File: config.mk
export PLATFORM = sky130hd
export DESIGN_NAME = lrs_top
export DESIGN_NICKNAME = d
export VERILOG_FILES = /design/src/hw/lrs_pkg.sv /design/src/hw/lrs_persist.sv /design/src/hw/lrs_refl_seq.sv /design/src/hw/lrs_top.sv
export SDC_FILE = /design/constraint.sdc
export NUM_CORES = 1
export LEC_CHECK = 0
export BUFFER_PORTS_ARGS = -buffer_cell sky130_fd_sc_hd__buf_2
export CAP_MARGIN = 25
export CORE_MARGIN = 10
export CORE_UTILIZATION = 50
export CTS_BUF_LIST = sky130_fd_sc_hd__clkbuf_2 sky130_fd_sc_hd__clkbuf_4 sky130_fd_sc_hd__clkbuf_8
export CTS_CLUSTER_SIZE = 14
export DETAILED_ROUTE_END_ITERATION = 8
export PLACE_DENSITY_LB_ADDON = 0.25
export SYNTH_ARGS = -nofsm -noshare
export SYNTH_HDL_FRONTEND = slang
export SYNTH_SLANG_ARGS = --single-unit
export TNS_END_PERCENT = 5
File: constraint.sdc
create_clock -name sys_clk_i -period 4.6 [get_ports sys_clk_i]
set_clock_uncertainty 0.05 [all_clocks]
set_input_delay 0.46 -clock sys_clk_i [delete_from_list [all_inputs] [get_ports sys_clk_i]]
set_output_delay 0.46 -clock sys_clk_i [all_outputs]
set_load 0.05 [all_outputs]
File: src/hw/lrs_pkg.sv
/*
 * Shared constants for the light and reflection sensor control block:
 * timing figures, register offsets, field positions, reset values and enums.
 * Assumes a 100 MHz system clock; all counts derive from it.
 */
package lrs_pkg;

    // ----------------------------------------------------------------
    // clock and timing
    // ----------------------------------------------------------------
    localparam int CLK_HZ = 100_000_000;
    localparam int CYC_PER_US = CLK_HZ / 1_000_000;
    localparam int US_PER_MS = 1000;
    localparam int LIGHT_CONV_MS = 100;
    localparam int REFL_CONV_US = 540;
    localparam int LED_PULSE_US = 100;
    localparam int SLEEP_MAX_MS = 800;
    localparam int LIGHT_CONV_CYC = LIGHT_CONV_MS * US_PER_MS * CYC_PER_US;
    localparam int REFL_CONV_CYC = REFL_CONV_US * CYC_PER_US;
    localparam int LED_PULSE_CYC = LED_PULSE_US * CYC_PER_US;
    localparam int SLEEP_MAX_CYC = SLEEP_MAX_MS * US_PER_MS * CYC_PER_US;
    localparam int SLEEP_SEL_MAX = 3;

    // ----------------------------------------------------------------
    // data widths
    // ----------------------------------------------------------------
    localparam int ADDR_W = 4;
    localparam int DATA_W = 16;
    localparam int LIGHT_W = 12;
    localparam int REFL_W = 8;
    localparam int PERSIST_CNT_W = 5;
    localparam logic [LIGHT_W-1:0] LIGHT_FULL_SCALE = 12'hfff;

    // ----------------------------------------------------------------
    // register offsets
    // ----------------------------------------------------------------
    localparam logic [ADDR_W-1:0] ADDR_CONFIG = 4'h0;
    localparam logic [ADDR_W-1:0] ADDR_PERSIST = 4'h1;
    localparam logic [ADDR_W-1:0] ADDR_LIGHT_LO = 4'h2;
    localparam logic [ADDR_W-1:0] ADDR_LIGHT_HI = 4'h3;
    localparam logic [ADDR_W-1:0] ADDR_REFL_THR = 4'h4;
    localparam logic [ADDR_W-1:0] ADDR_LIGHT_DATA = 4'h5;
    localparam logic [ADDR_W-1:0] ADDR_REFL_DATA = 4'h6;
    localparam logic [ADDR_W-1:0] ADDR_STATUS = 4'h7;

    // ----------------------------------------------------------------
    // field positions and reset values
    // ----------------------------------------------------------------
    localparam int CFG_W = 6;
    localparam int CFG_LIGHT_EN = 0;
    localparam int CFG_RANGE = 1;
    localparam int CFG_REFL_EN = 2;
    localparam int CFG_LED_HI = 3;
    localparam int CFG_SLEEP_LSB = 4;
    localparam int PERS_W = 4;
    localparam int PERS_LIGHT_LSB = 0;
    localparam int PERS_REFL_LSB = 2;
    localparam int STAT_LIGHT = 0;
    localparam int STAT_REFL = 1;
    localparam int STAT_PWRDN = 2;
    localparam logic [CFG_W-1:0] CFG_RESET = 6'h00;
    localparam logic [PERS_W-1:0] PERS_RESET = 4'h0;
    localparam logic [LIGHT_W-1:0] LIGHT_LO_RESET = 12'h000;
    localparam logic [REFL_W-1:0] REFL_THR_RESET = 8'hff;

    // ----------------------------------------------------------------
    // enums
    // ----------------------------------------------------------------
    typedef enum logic [1:0] {
        PERSIST_1 = 2'h0,
        PERSIST_4 = 2'h1,
        PERSIST_8 = 2'h2,
        PERSIST_16 = 2'h3
    } lrs_persist_t;

    typedef enum logic [1:0] {
        REFL_IDLE = 2'h0,
        REFL_CONV = 2'h1,
        REFL_SLEEP = 2'h3
    } lrs_refl_state_t;

    // consecutive triggers needed for a persistence setting
    function automatic logic [PERSIST_CNT_W-1:0] persist_need(input logic [1:0] sel);
        case (lrs_persist_t'(sel))
            PERSIST_1: persist_need = 5'h01;
            PERSIST_4: persist_need = 5'h04;
            PERSIST_8: persist_need = 5'h08;
            default: persist_need = 5'h10;
        endcase
    endfunction

endpackage

File: src/hw/lrs_persist.sv
/*
 * Persistence filter: counts consecutive triggering measurements and
 * pulses fire_o once the selected number is reached.
 * Assumes sample_valid_i is a one-cycle pulse per finished measurement.
 */
`timescale 1ns/1ps
`default_nettype none

module lrs_persist (
    input wire logic sys_clk_i,
    input wire logic rst_n_i,
    input wire logic clear_i,
    input wire logic sample_valid_i,
    input wire logic trigger_i,
    input wire logic [1:0] persist_sel_i,
    output logic fire_o
);

    typedef struct packed {
        logic [lrs_pkg::PERSIST_CNT_W-1:0] cnt;
        logic fire;
    } lrs_persist_state_t;

    lrs_persist_state_t st;
    lrs_persist_state_t next_st;
    logic [lrs_pkg::PERSIST_CNT_W-1:0] need;

    always_comb begin
        next_st = st;
        next_st.fire = 1'b0;
        need = lrs_pkg::persist_need(persist_sel_i);
        if (clear_i) begin
            next_st.cnt = '0;
        end else if (sample_valid_i) begin
            if (!trigger_i) begin
                next_st.cnt = '0;
            end else if (st.cnt + 5'h01 >= need) begin
                next_st.cnt = need;
                next_st.fire = 1'b1;
            end else begin
                next_st.cnt = st.cnt + 5'h01;
            end
        end
    end

    always_ff @(posedge sys_clk_i) begin
        if (!rst_n_i) begin
            st <= '0;
        end else begin
            st <= next_st;
        end
    end

    assign fire_o = st.fire;
endmodule

`default_nettype wire

File: src/hw/lrs_refl_seq.sv
/*
 * Reflection channel sequencer: LED pulse inside each conversion,
 * then a selectable sleep before the next one.
 * Assumes enable_i and sleep_sel_i come from registers.
 */
`timescale 1ns/1ps
`default_nettype none

module lrs_refl_seq #(
    parameter int CONV_CYC = lrs_pkg::REFL_CONV_CYC,
    parameter int PULSE_CYC = lrs_pkg::LED_PULSE_CYC,
    parameter int SLEEP_MAX_CYC = lrs_pkg::SLEEP_MAX_CYC
) (
    input wire logic sys_clk_i,
    input wire logic rst_n_i,
    input wire logic enable_i,
    input wire logic [1:0] sleep_sel_i,
    output logic led_on_o,
    output logic conv_done_o
);

    localparam int CNT_W = $clog2(SLEEP_MAX_CYC + 1);

    if (PULSE_CYC < 1 || PULSE_CYC >= CONV_CYC || CONV_CYC > SLEEP_MAX_CYC) begin : g_bad_params
        $error("lrs_refl_seq: timing parameters out of range");
    end

    typedef struct packed {
        lrs_pkg::lrs_refl_state_t state;
        logic [CNT_W-1:0] cnt;
        logic led;
        logic done;
    } lrs_refl_seq_state_t;

    lrs_refl_seq_state_t st;
    lrs_refl_seq_state_t next_st;
    logic [CNT_W-1:0] sleep_len;

    always_comb begin
        next_st = st;
        next_st.done = 1'b0;
        sleep_len = CNT_W'(SLEEP_MAX_CYC) >> (2'(lrs_pkg::SLEEP_SEL_MAX) - sleep_sel_i);
        case (st.state)
            lrs_pkg::REFL_IDLE: begin
                if (enable_i) begin
                    next_st.state = lrs_pkg::REFL_CONV;
                    next_st.cnt = '0;
                    next_st.led = 1'b1;
                end
            end
            lrs_pkg::REFL_CONV: begin
                if (!enable_i) begin
                    next_st.state = lrs_pkg::REFL_IDLE;
                    next_st.led = 1'b0;
                end else if (st.cnt == CNT_W'(CONV_CYC - 1)) begin
                    next_st.state = lrs_pkg::REFL_SLEEP;
                    next_st.cnt = '0;
                    next_st.led = 1'b0;
                    next_st.done = 1'b1;
                end else begin
                    next_st.cnt = st.cnt + 1'b1;
                    next_st.led = (st.cnt + 1'b1) < CNT_W'(PULSE_CYC);
                end
            end
            lrs_pkg::REFL_SLEEP: begin
                if (!enable_i) begin
                    next_st.state = lrs_pkg::REFL_IDLE;
                end else if (st.cnt >= sleep_len - 1'b1) begin
                    next_st.state = lrs_pkg::REFL_CONV;
                    next_st.cnt = '0;
                    next_st.led = 1'b1;
                end else begin
                    next_st.cnt = st.cnt + 1'b1;
                end
            end
            default: begin
                next_st.state = lrs_pkg::REFL_IDLE;
                next_st.led = 1'b0;
            end
        endcase
    end

    always_ff @(posedge sys_clk_i) begin
        if (!rst_n_i) begin
            st <= '0;
        end else begin
            st <= next_st;
        end
    end

    assign led_on_o = st.led;
    assign conv_done_o = st.done;
endmodule

`default_nettype wire

File: src/hw/lrs_top.sv
/*
 * Light and reflection sensor control: register file, light channel
 * timing and window test, reflection threshold test, persistence filters,
 * sticky status flags and the open-drain alert pin.
 * Assumes converter codes arrive synchronous to sys_clk_i and are valid
 * whenever a conversion ends; the board pulls the alert line up.
 */
// Added by the designer: the strobed register port and the placing of the registers.
`timescale 1ns/1ps
`default_nettype none

module lrs_top #(
    parameter int LIGHT_CONV_CYC = lrs_pkg::LIGHT_CONV_CYC,
    parameter int REFL_CONV_CYC = lrs_pkg::REFL_CONV_CYC,
    parameter int LED_PULSE_CYC = lrs_pkg::LED_PULSE_CYC,
    parameter int SLEEP_MAX_CYC = lrs_pkg::SLEEP_MAX_CYC
) (
    input wire logic sys_clk_i,
    input wire logic rst_n_i,
    input wire logic [lrs_pkg::ADDR_W-1:0] reg_addr_i,
    input wire logic [lrs_pkg::DATA_W-1:0] reg_wdata_i,
    input wire logic reg_wr_i,
    input wire logic reg_rd_i,
    output logic [lrs_pkg::DATA_W-1:0] reg_rdata_o,
    input wire logic [lrs_pkg::LIGHT_W-1:0] light_code_i,
    input wire logic [lrs_pkg::REFL_W-1:0] refl_code_i,
    output logic led_drive_pin_o,
    output logic led_current_high_o,
    output logic light_range_select_o,
    output logic alert_oe_o
);

    // ----------------------------------------------------------------
    // parameter checks
    // ----------------------------------------------------------------
    if (LED_PULSE_CYC < 1 || LED_PULSE_CYC >= REFL_CONV_CYC
        || LIGHT_CONV_CYC < 2 || SLEEP_MAX_CYC < 8
        || REFL_CONV_CYC > SLEEP_MAX_CYC) begin : g_bad_timing
        $error("lrs_top: timing parameters out of range");
    end

    localparam int LCNT_W = $clog2(LIGHT_CONV_CYC);

    typedef struct packed {
        logic [lrs_pkg::CFG_W-1:0] cfg;
        logic [lrs_pkg::PERS_W-1:0] pers;
        logic [lrs_pkg::LIGHT_W-1:0] light_lo;
        logic [lrs_pkg::LIGHT_W-1:0] light_hi;
        logic [lrs_pkg::REFL_W-1:0] refl_thr;
        logic [lrs_pkg::LIGHT_W-1:0] light_data;
        logic [lrs_pkg::REFL_W-1:0] refl_data;
        logic [LCNT_W-1:0] light_cnt;
        logic light_done;
        logic light_trig;
        logic refl_done;
        logic refl_trig;
        logic light_flag;
        logic refl_flag;
        logic [lrs_pkg::DATA_W-1:0] rdata;
        logic led_hi;
        logic range;
        logic alert_oe;
    } lrs_top_state_t;

    lrs_top_state_t st;
    lrs_top_state_t next_st;
    logic light_en;
    logic refl_en;
    logic pwr_down;
    logic light_fire;
    logic refl_fire;
    logic refl_conv_done;
    logic [lrs_pkg::DATA_W-1:0] status_word;

    assign light_en = st.cfg[lrs_pkg::CFG_LIGHT_EN];
    assign refl_en = st.cfg[lrs_pkg::CFG_REFL_EN];
    assign pwr_down = !light_en && !refl_en;
    assign status_word = {13'h0, pwr_down, st.refl_flag, st.light_flag};

    // ----------------------------------------------------------------
    // reflection sequencer and persistence filters
    // ----------------------------------------------------------------
    lrs_refl_seq #(
        .CONV_CYC(REFL_CONV_CYC),
        .PULSE_CYC(LED_PULSE_CYC),
        .SLEEP_MAX_CYC(SLEEP_MAX_CYC)
    ) u_refl_seq (
        .sys_clk_i(sys_clk_i),
        .rst_n_i(rst_n_i),
        .enable_i(refl_en),
        .sleep_sel_i(st.cfg[lrs_pkg::CFG_SLEEP_LSB +: 2]),
        .led_on_o(led_drive_pin_o),
        .conv_done_o(refl_conv_done)
    );

    lrs_persist u_light_persist (
        .sys_clk_i(sys_clk_i),
        .rst_n_i(rst_n_i),
        .clear_i(!light_en),
        .sample_valid_i(st.light_done),
        .trigger_i(st.light_trig),
        .persist_sel_i(st.pers[lrs_pkg::PERS_LIGHT_LSB +: 2]),
        .fire_o(light_fire)
    );

    lrs_persist u_refl_persist (
        .sys_clk_i(sys_clk_i),
        .rst_n_i(rst_n_i),
        .clear_i(!refl_en),
        .sample_valid_i(st.refl_done),
        .trigger_i(st.refl_trig),
        .persist_sel_i(st.pers[lrs_pkg::PERS_REFL_LSB +: 2]),
        .fire_o(refl_fire)
    );

    // ----------------------------------------------------------------
    // next state
    // ----------------------------------------------------------------
    always_comb begin
        next_st = st;
        next_st.light_done = 1'b0;
        next_st.refl_done = 1'b0;
        next_st.rdata = '0;

        // light channel conversion timing
        if (!light_en) begin
            next_st.light_cnt = '0;
        end else if (st.light_cnt == LCNT_W'(LIGHT_CONV_CYC - 1)) begin
            next_st.light_cnt = '0;
            next_st.light_done = 1'b1;
            next_st.light_data = light_code_i;
            next_st.light_trig = (light_code_i < st.light_lo)
                || (light_code_i > st.light_hi);
        end else begin
            next_st.light_cnt = st.light_cnt + 1'b1;
        end

        // reflection result and threshold test
        if (refl_conv_done) begin
            next_st.refl_done = 1'b1;
            next_st.refl_data = refl_code_i;
            next_st.refl_trig = refl_code_i > st.refl_thr;
        end

        // register writes
        if (reg_wr_i) begin
            if (reg_addr_i == lrs_pkg::ADDR_CONFIG) begin
                next_st.cfg = reg_wdata_i[lrs_pkg::CFG_W-1:0];
            end else if (reg_addr_i == lrs_pkg::ADDR_PERSIST) begin
                next_st.pers = reg_wdata_i[lrs_pkg::PERS_W-1:0];
            end else if (reg_addr_i == lrs_pkg::ADDR_LIGHT_LO) begin
                next_st.light_lo = reg_wdata_i[lrs_pkg::LIGHT_W-1:0];
            end else if (reg_addr_i == lrs_pkg::ADDR_LIGHT_HI) begin
                next_st.light_hi = reg_wdata_i[lrs_pkg::LIGHT_W-1:0];
            end else if (reg_addr_i == lrs_pkg::ADDR_REFL_THR) begin
                next_st.refl_thr = reg_wdata_i[lrs_pkg::REFL_W-1:0];
            end
        end

        // sticky flags: write one clears, a new event wins
        next_st.light_flag = st.light_flag;
        next_st.refl_flag = st.refl_flag;
        if (reg_wr_i && reg_addr_i == lrs_pkg::ADDR_STATUS) begin
            if (reg_wdata_i[lrs_pkg::STAT_LIGHT]) begin
                next_st.light_flag = 1'b0;
            end
            if (reg_wdata_i[lrs_pkg::STAT_REFL]) begin
                next_st.refl_flag = 1'b0;
            end
        end
        if (light_fire) begin
            next_st.light_flag = 1'b1;
        end
        if (refl_fire) begin
            next_st.refl_flag = 1'b1;
        end
        next_st.alert_oe = next_st.light_flag || next_st.refl_flag;

        next_st.led_hi = next_st.cfg[lrs_pkg::CFG_LED_HI];
        next_st.range = next_st.cfg[lrs_pkg::CFG_RANGE];

        // register reads, data in the following cycle
        if (reg_rd_i) begin
            if (reg_addr_i == lrs_pkg::ADDR_CONFIG) begin
                next_st.rdata = {10'h000, st.cfg};
            end else if (reg_addr_i == lrs_pkg::ADDR_PERSIST) begin
                next_st.rdata = {12'h000, st.pers};
            end else if (reg_addr_i == lrs_pkg::ADDR_LIGHT_LO) begin
                next_st.rdata = {4'h0, st.light_lo};
            end else if (reg_addr_i == lrs_pkg::ADDR_LIGHT_HI) begin
                next_st.rdata = {4'h0, st.light_hi};
            end else if (reg_addr_i == lrs_pkg::ADDR_REFL_THR) begin
                next_st.rdata = {8'h00, st.refl_thr};
            end else if (reg_addr_i == lrs_pkg::ADDR_LIGHT_DATA) begin
                next_st.rdata = {4'h0, st.light_data};
            end else if (reg_addr_i == lrs_pkg::ADDR_REFL_DATA) begin
                next_st.rdata = {8'h00, st.refl_data};
            end else if (reg_addr_i == lrs_pkg::ADDR_STATUS) begin
                next_st.rdata = status_word;
            end
        end
    end

    // ----------------------------------------------------------------
    // state register
    // ----------------------------------------------------------------
    always_ff @(posedge sys_clk_i) begin
        if (!rst_n_i) begin
            st <= '0;
            st.cfg <= lrs_pkg::CFG_RESET;
            st.pers <= lrs_pkg::PERS_RESET;
            st.light_lo <= lrs_pkg::LIGHT_LO_RESET;
            st.light_hi <= lrs_pkg::LIGHT_FULL_SCALE;
            st.refl_thr <= lrs_pkg::REFL_THR_RESET;
        end else begin
            st <= next_st;
        end
    end

    assign reg_rdata_o = st.rdata;
    assign led_current_high_o = st.led_hi;
    assign light_range_select_o = st.range;
    assign alert_oe_o = st.alert_oe;
endmodule

`default_nettype wire

After elaboration in Yosys (flattened, before gate mapping)
Index checks and enable logic that the tools add are counted.

Bitwise operators: 7. Equality and inequality tests: 21. Reduce and logical (&&, ||, !) cells: 29. Muxes and demuxes: 48. Order comparisons: 7. Shift operators: 1. Add/subtract/negate cells: 6.

Operators by type and width (number): 27-bit case mux with 3 select lines (1); 12-bit two-way mux (6); 28-bit two-way mux (2); 27-bit two-way mux (2); 40-bit two-way mux (1); 36-bit two-way mux (1); 32-bit two-way mux (1); 30-bit two-way mux (1); 5-bit case mux with 3 select lines (2); 27-bit by 1-bit adder with 27-bit output (second input constant) (1); 27-bit by 16-bit equality test with 1-bit output (second input constant) (1); 27-bit >= comparator (1); 27-bit by 14-bit less-than comparator with 1-bit output (second input constant) (1); 27-bit by 2-bit right shift with 27-bit output (first input constant) (1); 27-bit by 1-bit subtractor with 27-bit output (second input constant) (1); 24-bit by 1-bit adder with 24-bit output (second input constant) (1); 24-bit equality test (second input constant) (1); 8-bit two-way mux (3); 20-bit two-way mux (1); 5-bit two-way mux (4); 4-bit by 3-bit equality test with 1-bit output (second input constant) (4); 4-bit AND reduction (4); 2-bit two-way mux (7); 12-bit > comparator (1); 32 further kinds (70).

Flip-flop bits (word level): 154. Word-level logic and storage cells: 148. Output and inout port bits: 20.

Longest topological paths before layout
Gate-level depths: netlist of run 1.

Depth after elaboration: 10. Mapped depth: 12.

By module
Synthesis of run 1 repeated with hierarchy kept, for this count alone.

Cells, all modules: 1079. Area total of the unflattened synthesis: 9033.7 µm².

Modules (own cells, without submodules): lrs_top (times used 1, seq. area each 2102.0 µm², area an instance 5360.1 µm², cells each 597); lrs_refl_seq (times used 1, seq. area each 620.6 µm², area an instance 2745.1 µm², cells each 370); lrs_persist (times used 2, seq. area each 120.1 µm², area an instance 464.2 µm², cells each 56).

Least setup slack after synthesis of run 1
OpenSTA, ideal clock, no wires.

Path type: reg2reg. Start: register st[109] (netlist bit). End: register u_refl_seq.st[29] (netlist bit). Cell stages (with the launch flop): 13. Library setup time: 0.120 ns. Data arrival time: 2.771 ns. Buffers on the path: 1. Data required time: 4.430 ns. Setup slack: 1.660 ns. Period minus slack after synthesis: 2.940 ns. Path through: dfxtp_1 -> inv_1 -> ha_1 -> inv_1 -> ha_1 -> and3_1 -> a221o_1 -> a221oi_1 -> o21ai_0 -> o21ai_0 -> clkbuf_1 -> nor3b_1 -> o31a_1.

Word-level cells in the longest chain between the ends: 6.

RTL lines: start, declared (RTL line lrs_top.sv:65) `lrs_top_state_t st;`; start signal, assigned (RTL line lrs_top.sv:216) `st <= next_st;`; 2-bit subtractor (RTL line lrs_refl_seq.sv:42) `sleep_len = CNT_W'(SLEEP_MAX_CYC) >> (2'(lrs_pkg::SLEEP_SEL_MAX) - sleep_sel_i);`; 27-bit by 2-bit right shift with 27-bit output (RTL line lrs_refl_seq.sv:42); 27-bit by 1-bit subtractor with 27-bit output (RTL line lrs_refl_seq.sv:68) `end else if (st.cnt >= sleep_len - 1'b1) begin`; 27-bit >= comparator (RTL line lrs_refl_seq.sv:68); 3-bit by 2-bit inequality test with 1-bit output (no line); 3-bit AND reduction (no line); end signal, assigned (RTL line lrs_refl_seq.sv:87) `st <= next_st;`; end, declared (RTL line lrs_refl_seq.sv:35) `lrs_refl_seq_state_t st;`.

Every way passes these cells. A chain may end at the register's enable or synchronous reset.

Worst setup path in the final report of run 1
Start: register st[109] (netlist bit). End: register u_refl_seq.st[26] (netlist bit).

Word-level cells in the longest chain between the ends: 7.

RTL lines: 2-bit subtractor (RTL line lrs_refl_seq.sv:42); 27-bit by 2-bit right shift with 27-bit output (RTL line lrs_refl_seq.sv:42); 27-bit by 1-bit subtractor with 27-bit output (RTL line lrs_refl_seq.sv:68); 27-bit >= comparator (RTL line lrs_refl_seq.sv:68); 27-bit two-way mux (RTL line lrs_refl_seq.sv:68); 28-bit two-way mux (RTL line lrs_refl_seq.sv:66) `if (!enable_i) begin`; 27-bit case mux with 3 select lines (RTL line lrs_refl_seq.sv:43) `case (st.state)`.

Every way passes these cells. The select of a mux whose other input is x is not followed.

==> results by group, run 1 <==
Timing
  • Setup TNS: 0 ns
  • Max-slew headroom: 40.3%
  • Max Slew Vio Count: 0
  • FMAX: 270 MHz
  • Period utilization: 80.4%
  • Final setup fails: 0
  • Post-layout min period: 3.70 ns
  • RSZ-0062 raised after global routing: false
  • Hold Violations, Final: 0
  • Worst Max-Slew Pin Slew: 0.892 ns

Detailed routing
  • WL/cell: 16.3 um
  • Via Count: 7177
  • Post-route DRC: 0
  • Drt pass-1 iters: 5
  • DRT Wirelength: 21000 um
  • DRT antenna net count: 0
  • Initial drt markers: 571
  • Via-to-Cell Ratio: 5.58

Power and ir drop
  • Sw Share: 27.3%
  • P_int: 1.81 mW
  • Power per Cell Area: 269 nW/um2
  • Combinational share of power: 8.4%
  • Leak: 3.65 nW
  • P_sw: 0.682 mW
  • Clock share of power: 39.4%
  • Worst VDD drop: 0.000173 V
  • Sequential power share: 52.2%

Clock tree
  • CTS H-tree lvls: 4
  • CTS tree: yes
  • CTS Sinks: 148
  • Reg clk slew, reported paths: 0.09 ns
  • CTS max path bufs: 2
  • Root Driver: clkbuf_8
  • CTS resizes: 0
  • CTS buffer count: 17
  • Post-CTS Hold Fix Bufs: 0
  • Post-CTS setup repair buffer count: 0
  • Worst-Skew Late Latency: 0.46 ns

Floorplanning
  • Top Ports: 64
  • Die X: 152 um
  • Die area: 23000 um2
  • Rows: 48
  • Initial Utilization: 50.6%
  • Core Region: 17200 um2
  • Die H: 152 um

Outcome
  • Status: completed

Synthesis
  • Syn avg cell area: 8.38 um2
  • Synth unique cells: 79
  • EDFF count, synth: 0
  • Top-area cell type share of the netlist area: 34.1%
  • Commonest cells in the netlist: dfxtp_1 (148), nand2_1 (127), nor2_1 (97)
  • #FFs+latches synth: 148
  • Synth Instances: 1036
  • Netlist Area Pre-Place: 8680 um2
  • Top cells by area, synth: dfxtp_1 (34%), ha_1 (11%), nand2_1 (5.5%), nor2_1 (4.2%), xor2_1 (3.1%)
  • Async SR Flop Fraction: 0%
  • Synthesis Warnings: 0
  • Dominant cell type by area after synthesis: dfxtp_1
  • Seq/Total Area, Yosys: 34.1%
  • Post-synth top flop: dfxtp_1
  • Most frequent cell after synthesis: dfxtp_1

GRT
  • Pin count of the biggest net entering global routing: 78
  • Initial antenna violation count: 0
  • Vias in the first global route: 6808
  • GRT Util Overall: 18.6%
  • Total gr overflow: 0
  • First-pass GRT wire length: 34400 um

Finish
  • Layout cell share with drive strength beyond 1: 11.4%
  • # nets final: 1167
  • Core Util, Final: 54.0%
  • Diodes inserted: 0
  • FILL cells: 1630
  • P&R area growth vs syn: 6.83%

Critical path
  • Reg2reg end: u_refl_seq.st[26]$_SDFFE_PN0P_
  • Crit path buf inv count: 4
  • Setup crit start: st[109]$_SDFFE_PN0P_
  • CP top delay family: compound AO/OA/AOI/OAI gates
  • Worst path arrival time: 4.04 ns
  • Critical Path Max Stage Delay: 0.64 ns
  • Reg2reg start: st[109]$_SDFFE_PN0P_
  • WP depth: 13
  • Crit-path slowest cell: o21ai_0
  • FF-to-FF path depth: 13
  • Req. time, crit path: 4.94 ns
  • Type of origin of the critical path: register
  • WS Path Type: reg2reg
  • Crit path to: u_refl_seq.st[26]$_SDFFE_PN0P_
  • Worst setup EP type: register
  • CP max FO: 21
  • R2r setup slk: 0.90 ns
  • Crit-path cells: inv_1, ha_1, inv_1, ha_1, and3_1, a221o_1, a221oi_1, o21ai_0, o21ai_0, buf_4, o21ai_1, buf_4, nor2_1

Placement
  • Post-DP HPWL: 15100 um
  • Final Wtd Congestion: 0.886
  • IO Port Bufs: 55

Job
  • Max-cap viol count: 0

Min path
  • Hold Path Class: in2reg
==> per-stage QoR <==
stage	hold WS, ns	area [um2]	setup WS [ns]	total power [mW]	std cells
after floorplan	0.380	8700	1.66	1.47	1039
after global placement	0.396	8900	0.988	1.54	1255
final	0.185	9280	0.902	2.49	1287
after CTS	0.155	9280	0.887	2.52	1287
after detailed placement	0.407	8900	0.904	1.54	1255
after global routing	0.162	9280	0.603	2.60	1287
==> layout by cell type (no fill, tap or decap), types with 15 or more instances in the layout <==
master,synthesis,final
nor2b_1,26,26
o21ai_0,18,18
and3_1,15,15
buf_2,4,55
o211ai_1,21,21
nor3_1,18,18
xor2_1,31,31
a21boi_0,27,27
clkbuf_8,4,18
dfxtp_1,148,148
ha_1,74,74
nand3_1,48,48
nor2_1,97,97
mux2i_1,24,24
nand4_1,18,18
xnor2_1,27,27
inv_1,57,57
nand2_1,127,127
a21oi_1,37,37
==> power groups by stage <==
stage | Clock [mW] | Combinational, mW | Sequential (mW)
6_report | 0.983 | 0.210 | 1.30
5_1_grt | 1.07 | 0.231 | 1.30
2_1_floorplan | 0 | 0.135 | 1.33
4_1_cts | 1.01 | 0.208 | 1.30
3_5_place_dp | 0 | 0.207 | 1.33
3_3_place_gp | 0 | 0.206 | 1.33
==> cell type report <==
cell class                 count  area [um2]  share of cell area (%)
sequential                   148        2960                    31.9
clock buffer                  19         255                    2.75
tap                          225         282                    3.03
inverter                      58         218                    2.35
multi-input combinational    764        5120                    55.2
timing repair buffer          60         313                    3.37
clock inverter                13         125                    1.35
==> how the worst min path moves through the flow <==
stage | to | cells past startpoint | from
floorplan | st[25]$_SDFF_PP0_ | 1 | st[25]$_SDFF_PP0_
global placement | st[25]$_SDFF_PP0_ | 1 | st[25]$_SDFF_PP0_
detailed placement | st[25]$_SDFF_PP0_ | 1 | st[25]$_SDFF_PP0_
CTS | st[88]$_SDFFE_PN1P_ | 3 | reg_wdata_i[11]
global route | st[85]$_SDFFE_PN1P_ | 3 | reg_wdata_i[8]
finish | st[87]$_SDFFE_PN1P_ | 3 | reg_wdata_i[10]
==> state kept, by name, summed over array words and instances (netlist names) <==
register and flops:
st 90, u_refl_persist.fire_o 1, u_light_persist.st 5, reg_rdata_o 12, light_en 1, u_refl_persist.st 5
u_refl_seq.st 29, u_refl_seq.led_on_o 1, u_light_persist.fire_o 1, u_refl_seq.conv_done_o 1, refl_en 1, alert_oe_o 1
==> routing by layer <==
layer	share of wire (%)	wire [um]	global-route usage, %	vias to the layer above
li1	-	-	-	3626
met1	46	9640	24.4	3329
met2	46	9620	29.7	188
met3	6.3	1330	3.68	34
met4	1.9	397	6.29	0
met5	0	0	0	-
==> logic make-up after synthesis <==
| logic type | count (synthesis) | synth area share, % |
|---|---|---|
| other cells | 1 | 0.0432 |
| mux | 27 | 3.28 |
| fa+ha+maj | 74 | 10.7 |
| buf+inv | 127 | 7.03 |
| compound gates | 179 | 14.6 |
| simple gates | 422 | 24.4 |
| xor+xnor | 58 | 5.85 |
| flops | 148 | 34.1 |
==> worst reg2reg max path, stage by stage, from the launching register on <==
cell	delay, ns
dfxtp_1	0.49
inv_1	0.16
ha_1	0.25
inv_1	0.12
ha_1	0.26
and3_1	0.20
a221o_1	0.34
a221oi_1	0.27
o21ai_0	0.15
o21ai_0	0.64
buf_4	0.28
o21ai_1	0.06
buf_4	0.25
nor2_1	0.13
Power figures use the tool's default switching activity.
==> inputs of run 2 (changes only) <==
==> constraint.sdc (replaced) <==
create_clock -name sys_clk_i -period 3.1 [get_ports sys_clk_i]
set_clock_uncertainty 0.05 [all_clocks]
set_input_delay 0.31 -clock sys_clk_i [delete_from_list [all_inputs] [get_ports sys_clk_i]]
set_output_delay 0.31 -clock sys_clk_i [all_outputs]
set_load 0.05 [all_outputs]
==> run 2 against run 1 <==
Final cell count is 1.6% higher. Core utilization increased by 1.1 points. Die area is the same. Count of clock-buffer cells in the layout fell by 2. Total power grew 53%. Wire length is 0.67% higher. Fmax rose by 31%. Sequential share of layout area shrank 0.64 points. First-iteration DRC count down 0.88%. Final area up 2.1%. Critical endpoint is now u_refl_seq.st[29]$_SDFFE_PN0P_. Largest cell class unchanged. Largest power group unchanged.
==> results by group, run 2 (same netlist as run 1, synthesis figures left out) <==
Clock tree
  • CTS Sinks: 148
  • Worst-Skew Late Latency: 0.47 ns
  • CTS tree: yes
  • Root Driver: clkbuf_8
  • CTS H-tree lvls: 4
  • CTS buffer count: 17
  • CTS max path bufs: 2
  • Reg clk slew, reported paths: 0.10 ns

Finish
  • Largest Register: st
  • P&R area growth vs syn: 9.08%
  • FILL cells: 1626
  • Layout cell share with drive strength beyond 1: 13.5%
  • Layout Cells excl Fill: 1308
  • Most frequent cells in the layout: dfxtp_1 (147), nand2_1 (127), nor2_1 (97)
  • Register area: 2960 um2
  • Most common cell after layout, fill and taps aside: dfxtp_1
  • Diodes inserted: 0
  • Max FFs per register: 90
  • # nets final: 1188
  • Core Util, Final: 55.2%
  • Multi-input gate area: 5130 um2

Timing
  • Worst hold slack: 0.0254 ns
  • Post-layout min period: 2.83 ns
  • Max-slew headroom: 53.4%
  • Hold Violations, Final: 0
  • Final WS setup: 0.270 ns
  • Final setup fails: 0
  • Worst Max-Slew Pin Slew: 0.699 ns
  • Max Slew Vio Count: 0
  • RSZ-0062 raised after global routing: false
  • FMAX: 353 MHz
  • Setup TNS: 0 ns
  • Period utilization: 91.3%

Detailed routing
  • WL/cell: 16.2 um
  • Initial drt markers: 566
  • Via-to-Cell Ratio: 5.56
  • Drt pass-1 iters: 7
  • DRT Wirelength: 21100 um
  • Post-route DRC: 0
  • DRT antenna net count: 0
  • Via Count: 7277

Critical path
  • Type of origin of the critical path: register
  • Most common cell on crit path: ha_1
  • Req. time, crit path: 3.41 ns
  • Worst path arrival time: 3.14 ns
  • CP max FO: 4
  • Setup crit start: st[110]$_SDFFE_PN0P_
  • Critical Path Max Stage Delay: 0.37 ns
  • Crit-path slowest cell: dfxtp_1
  • Reg2reg start: st[110]$_SDFFE_PN0P_
  • WS Path Type: reg2reg
  • Worst setup EP type: register
  • Crit-path cells: inv_1, ha_1, xor2_1, ha_1, a31o_2, a21o_1, a211oi_1, o21ai_1, o21ai_2, buf_4, nor3b_1, o31a_1

Floorplanning
  • Die X: 152 um
  • Top Ports: 64
  • Rows: 48
  • Die H: 152 um
  • Die area: 23000 um2
  • Initial Utilization: 50.6%
  • Core Region: 17200 um2

Placement
  • IO Port Bufs: 55
  • Post-DP HPWL: 15600 um
  • Place WS: -0.154 ns
  • Final Wtd Congestion: 0.887
  • Placed cells: 1275

Power and ir drop
  • P_sw: 1.06 mW
  • Power per Cell Area: 404 nW/um2
  • Leak: 3.78 nW
  • Clock share of power: 40.9%
  • Combinational share of power: 8.6%
  • Worst VDD drop: 0.000277 V
  • Sw Share: 27.6%
  • Sequential power share: 50.5%
  • P_int: 2.77 mW

Min path
  • Hold path start: reg_wdata_i[8]
  • Hold Path Class: in2reg

GRT
  • Initial antenna violation count: 0
  • First-pass GRT wire length: 34600 um
  • GRT Util Overall: 18.6%
  • Total gr overflow: 0
  • Pin count of the biggest net entering global routing: 75
  • Vias in the first global route: 6891

Job
  • Max-cap viol count: 0

Outcome
  • Status: completed
[run 2: cell count changes in the layout (fill, tap and decap cells not counted), moves of 2 or more]
cell	delta
inv_6	+2
buf_4	+21
clkinv_4	-2
o21ai_0	-2
clkinvlp_4	-2
[run 2: final timing paths]
| kind | end | slack, ns | cells past startpoint |
|---|---|---|---|
| setup / recovery | u_refl_seq.st[29]$_SDFFE_PN0P_ | 0.27 | 12 |
| hold / removal | st[85]$_SDFFE_PN1P_ | 0.03 | 3 |
| setup reg to reg | u_refl_seq.st[29]$_SDFFE_PN0P_ | 0.27 | 12 |
| hold reg to reg | st[19]$_SDFF_PN0_ | 0.42 | 1 |
[run 2: critical path: cells and delay by family (launching register included)]
| kind | cells | cell delay [ns] |
|---|---|---|
| buffers and inverters | 2 | 0.27 |
| DFF | 1 | 0.37 |
| xor gates and xnor gates | 1 | 0.17 |
| adders and majority gates | 2 | 0.51 |
| AOI/OAI and AO/OA | 6 | 1.32 |
| and+or+nand+nor | 1 | 0.04 |
[run 2: power groups by stage]
stage | clock network [mW] | logic (mW) | registers (mW)
floorplan | 0 | 0.201 | 1.98
global placement | 0 | 0.318 | 1.97
detailed placement | 0 | 0.321 | 1.97
CTS | 1.60 | 0.323 | 1.93
global route | 1.67 | 0.361 | 1.93
finish | 1.56 | 0.328 | 1.93
[run 2: layout make-up]
| type | instances | share of cell area, % |
|---|---|---|
| tap | 225 | 2.97 |
| multi-input combinational | 764 | 54.2 |
| sequential | 148 | 31.3 |
| timing repair buffer | 81 | 4.97 |
| inverter | 58 | 2.30 |
| clock inverter | 15 | 1.82 |
| clock buffer | 17 | 2.47 |
[run 2: metal layers]
layer	share of wire [%]	global-route usage, %	vias up
met5	0	0	-
met4	3.2	9.10	0
met3	6.8	3.68	52
met2	44	28.8	197
met1	46	24.2	3367
li1	-	-	3661
[run 2: through the flow]
step | instance area (um2) | power, mW
finish | 9470 | 3.82
global route | 9470 | 3.97
detailed placement | 9050 | 2.29
global placement | 9050 | 2.29
floorplan | 8700 | 2.18
CTS | 9460 | 3.86
[run 2: what timing repair did]
item,in CTS,in global routing
cloned,0,0
pin swaps,0,2
buffers inserted,0,1
hold buffers,0,0
resized for setup,2,4
setup endpoints to repair,27,28
==> inputs of run 3 (changes only) <==
--- a/config.mk
+++ b/config.mk
@@ -7,6 +7,7 @@
 export LEC_CHECK = 0
 export BUFFER_PORTS_ARGS = -buffer_cell sky130_fd_sc_hd__buf_2
 export CAP_MARGIN = 25
+export CORE_ASPECT_RATIO = 1.1
 export CORE_MARGIN = 10
 export CORE_UTILIZATION = 50
 export CTS_BUF_LIST = sky130_fd_sc_hd__clkbuf_2 sky130_fd_sc_hd__clkbuf_4 sky130_fd_sc_hd__clkbuf_8
==> run 3 against run 2 <==
Final cell count rose by 0.69%. Wire length down 1.0%. Global-route usage decreased by 0.41 points. Non-clock buffer count unchanged. Die area hardly changed. Clock power about the same. Setup slack lost 0.077 ns. Critical path depth unchanged. Largest cell class unchanged.
==> results by group, run 3 (same netlist as run 1, synthesis figures left out) <==
Detailed routing
  • Drt pass-1 iters: 7
  • Post-route DRC: 0
  • Via-to-Cell Ratio: 5.51
  • Via Count: 7254
  • Initial drt markers: 598
  • WL/cell: 15.9 um
  • DRT Wirelength: 20900 um
  • DRT antenna net count: 0

Critical path
  • R2r setup slk: 0.19 ns
  • Type of origin of the critical path: register
  • Req. time, crit path: 3.41 ns
  • Worst path arrival time: 3.22 ns
  • WS Path Type: reg2reg
  • CP max FO: 6
  • Worst setup EP type: register

Timing
  • FMAX: 344 MHz
  • Period utilization: 93.8%
  • Final setup fails: 0
  • Max-slew headroom: 54.0%
  • Worst hold slack: 0.0319 ns
  • Post-layout min period: 2.91 ns
  • RSZ-0062 raised after global routing: true
  • Hold Violations, Final: 0
  • Setup TNS: 0 ns
  • Max Slew Vio Count: 0
  • Worst Max-Slew Pin Slew: 0.681 ns

Finish
  • Max FFs per register: 90
  • FILL cells: 1653
  • Most common cell after layout, fill and taps aside: dfxtp_1
  • Most frequent cells in the layout: dfxtp_1 (148), nand2_1 (127), nor2_1 (97)
  • # nets final: 1188
  • Largest Register: st
  • Diodes inserted: 0
  • P&R area growth vs syn: 9.26%
  • Layout cell share with drive strength beyond 1: 13.4%

Job
  • Max-cap viol count: 0

Floorplanning
  • Die X: 146 um
  • Core Region: 17000 um2
  • Rows: 50
  • Die H: 158 um
  • Die area: 23000 um2
  • Initial Utilization: 51.0%
  • Top Ports: 64

GRT
  • Met3 Track Usage GR: 3.71%
  • Total gr overflow: 0
  • Vias in the first global route: 6914
  • First-pass GRT wire length: 34600 um
  • Pin count of the biggest net entering global routing: 46
  • GRT Util Overall: 18.2%
  • Most Crowded Layer GR: met2
  • Initial antenna violation count: 0
  • Met1 usage: 22.6%
  • Met2 GRT Util: 30.7%

Power and ir drop
  • Sw Share: 27.6%
  • Worst VDD drop: 0.000265 V
  • P_int: 2.77 mW
  • Combinational share of power: 8.4%
  • Power per Cell Area: 403 nW/um2
  • Sequential power share: 50.4%
  • Clock share of power: 41.2%
  • P_sw: 1.05 mW
  • Leak: 3.78 nW

Placement
  • Post-DP HPWL: 15500 um
  • IO Port Bufs: 55
  • Final Wtd Congestion: 0.881

Clock tree
  • CTS tree: yes
  • CTS buffer count: 17
  • Post-CTS Hold Fix Bufs: 0
  • CTS Sinks: 148
  • Post-CTS setup repair buffer count: 0
  • Worst-Skew Late Latency: 0.47 ns
  • Root Driver: clkbuf_8
  • CTS max path bufs: 2
  • Reg clk slew, reported paths: 0.09 ns
  • CTS H-tree lvls: 4

Min path
  • Hold Path Class: in2reg

Outcome
  • Status: completed
[run 3: timing repair]
action | in CTS | in global routing
endpoints found under the setup margin | 1 | 30
gates resized for setup | 1 | 4
pin swaps | 0 | 1
[run 3: power by group through the flow]
| stage | combinational (mW) | sequential, mW | clock (mW) |
|---|---|---|---|
| 2_1_floorplan | 0.201 | 1.98 | 0 |
| 3_3_place_gp | 0.315 | 1.97 | 0 |
| 3_5_place_dp | 0.318 | 1.97 | 0 |
| 4_1_cts | 0.319 | 1.93 | 1.60 |
| 5_1_grt | 0.357 | 1.93 | 1.67 |
| 6_report | 0.321 | 1.93 | 1.58 |
[run 3: worst paths after layout]
path / start / endpoint / cells after the start
max: st[109]$_SDFFE_PN0P_ / u_refl_seq.st[29]$_SDFFE_PN0P_ / 12
min reg2reg: st[57]$_SDFFE_PN0P_ / st[57]$_SDFFE_PN0P_ / 2
min: reg_wdata_i[10] / st[87]$_SDFFE_PN1P_ / 3
max reg2reg: st[109]$_SDFFE_PN0P_ / u_refl_seq.st[29]$_SDFFE_PN0P_ / 12
[run 3: metal layers]
layer / part of all wire (%) / up-vias
met4: 1.7 / 0
li1: - / 3667
met2: 47 / 169
met5: 0 / -
met1: 46 / 3389
met3: 4.9 / 29
[run 3: critical path, stage by stage (launching register included)]
cell      delay, ns
dfxtp_1        0.38
inv_1          0.11
ha_1           0.23
inv_1          0.12
ha_1           0.26
and3_1         0.20
a221o_1        0.34
a221oi_1       0.30
o21ai_2        0.12
o21ai_2        0.19
buf_4          0.18
nor3b_1        0.05
o31a_1         0.29
[run 3: metrics by stage]
stage	cells	power (mW)	instance area, um2	setup WS, ns	util, %
2_1_floorplan	1039	2.18	8700	0.160	-
3_3_place_gp	1285	2.29	9070	0.0107	53.3
3_5_place_dp	1285	2.29	9070	-0.0252	53.3
4_1_cts	1317	3.85	9480	0.0213	55.7
5_1_grt	1317	3.96	9490	-0.0584	55.8
6_report	1317	3.83	9490	0.193	55.8
[run 3: area by class of cell]
class                      instances  area, um2  share of cell area, %
clock buffer                      18        241                   2.54
inverter                          58        218                   2.29
timing repair buffer              81        470                   4.96
tap                              234        293                   3.09
multi-input combinational        764       5140                   54.1
sequential                       148       2960                   31.2
clock inverter                    14        168                   1.77
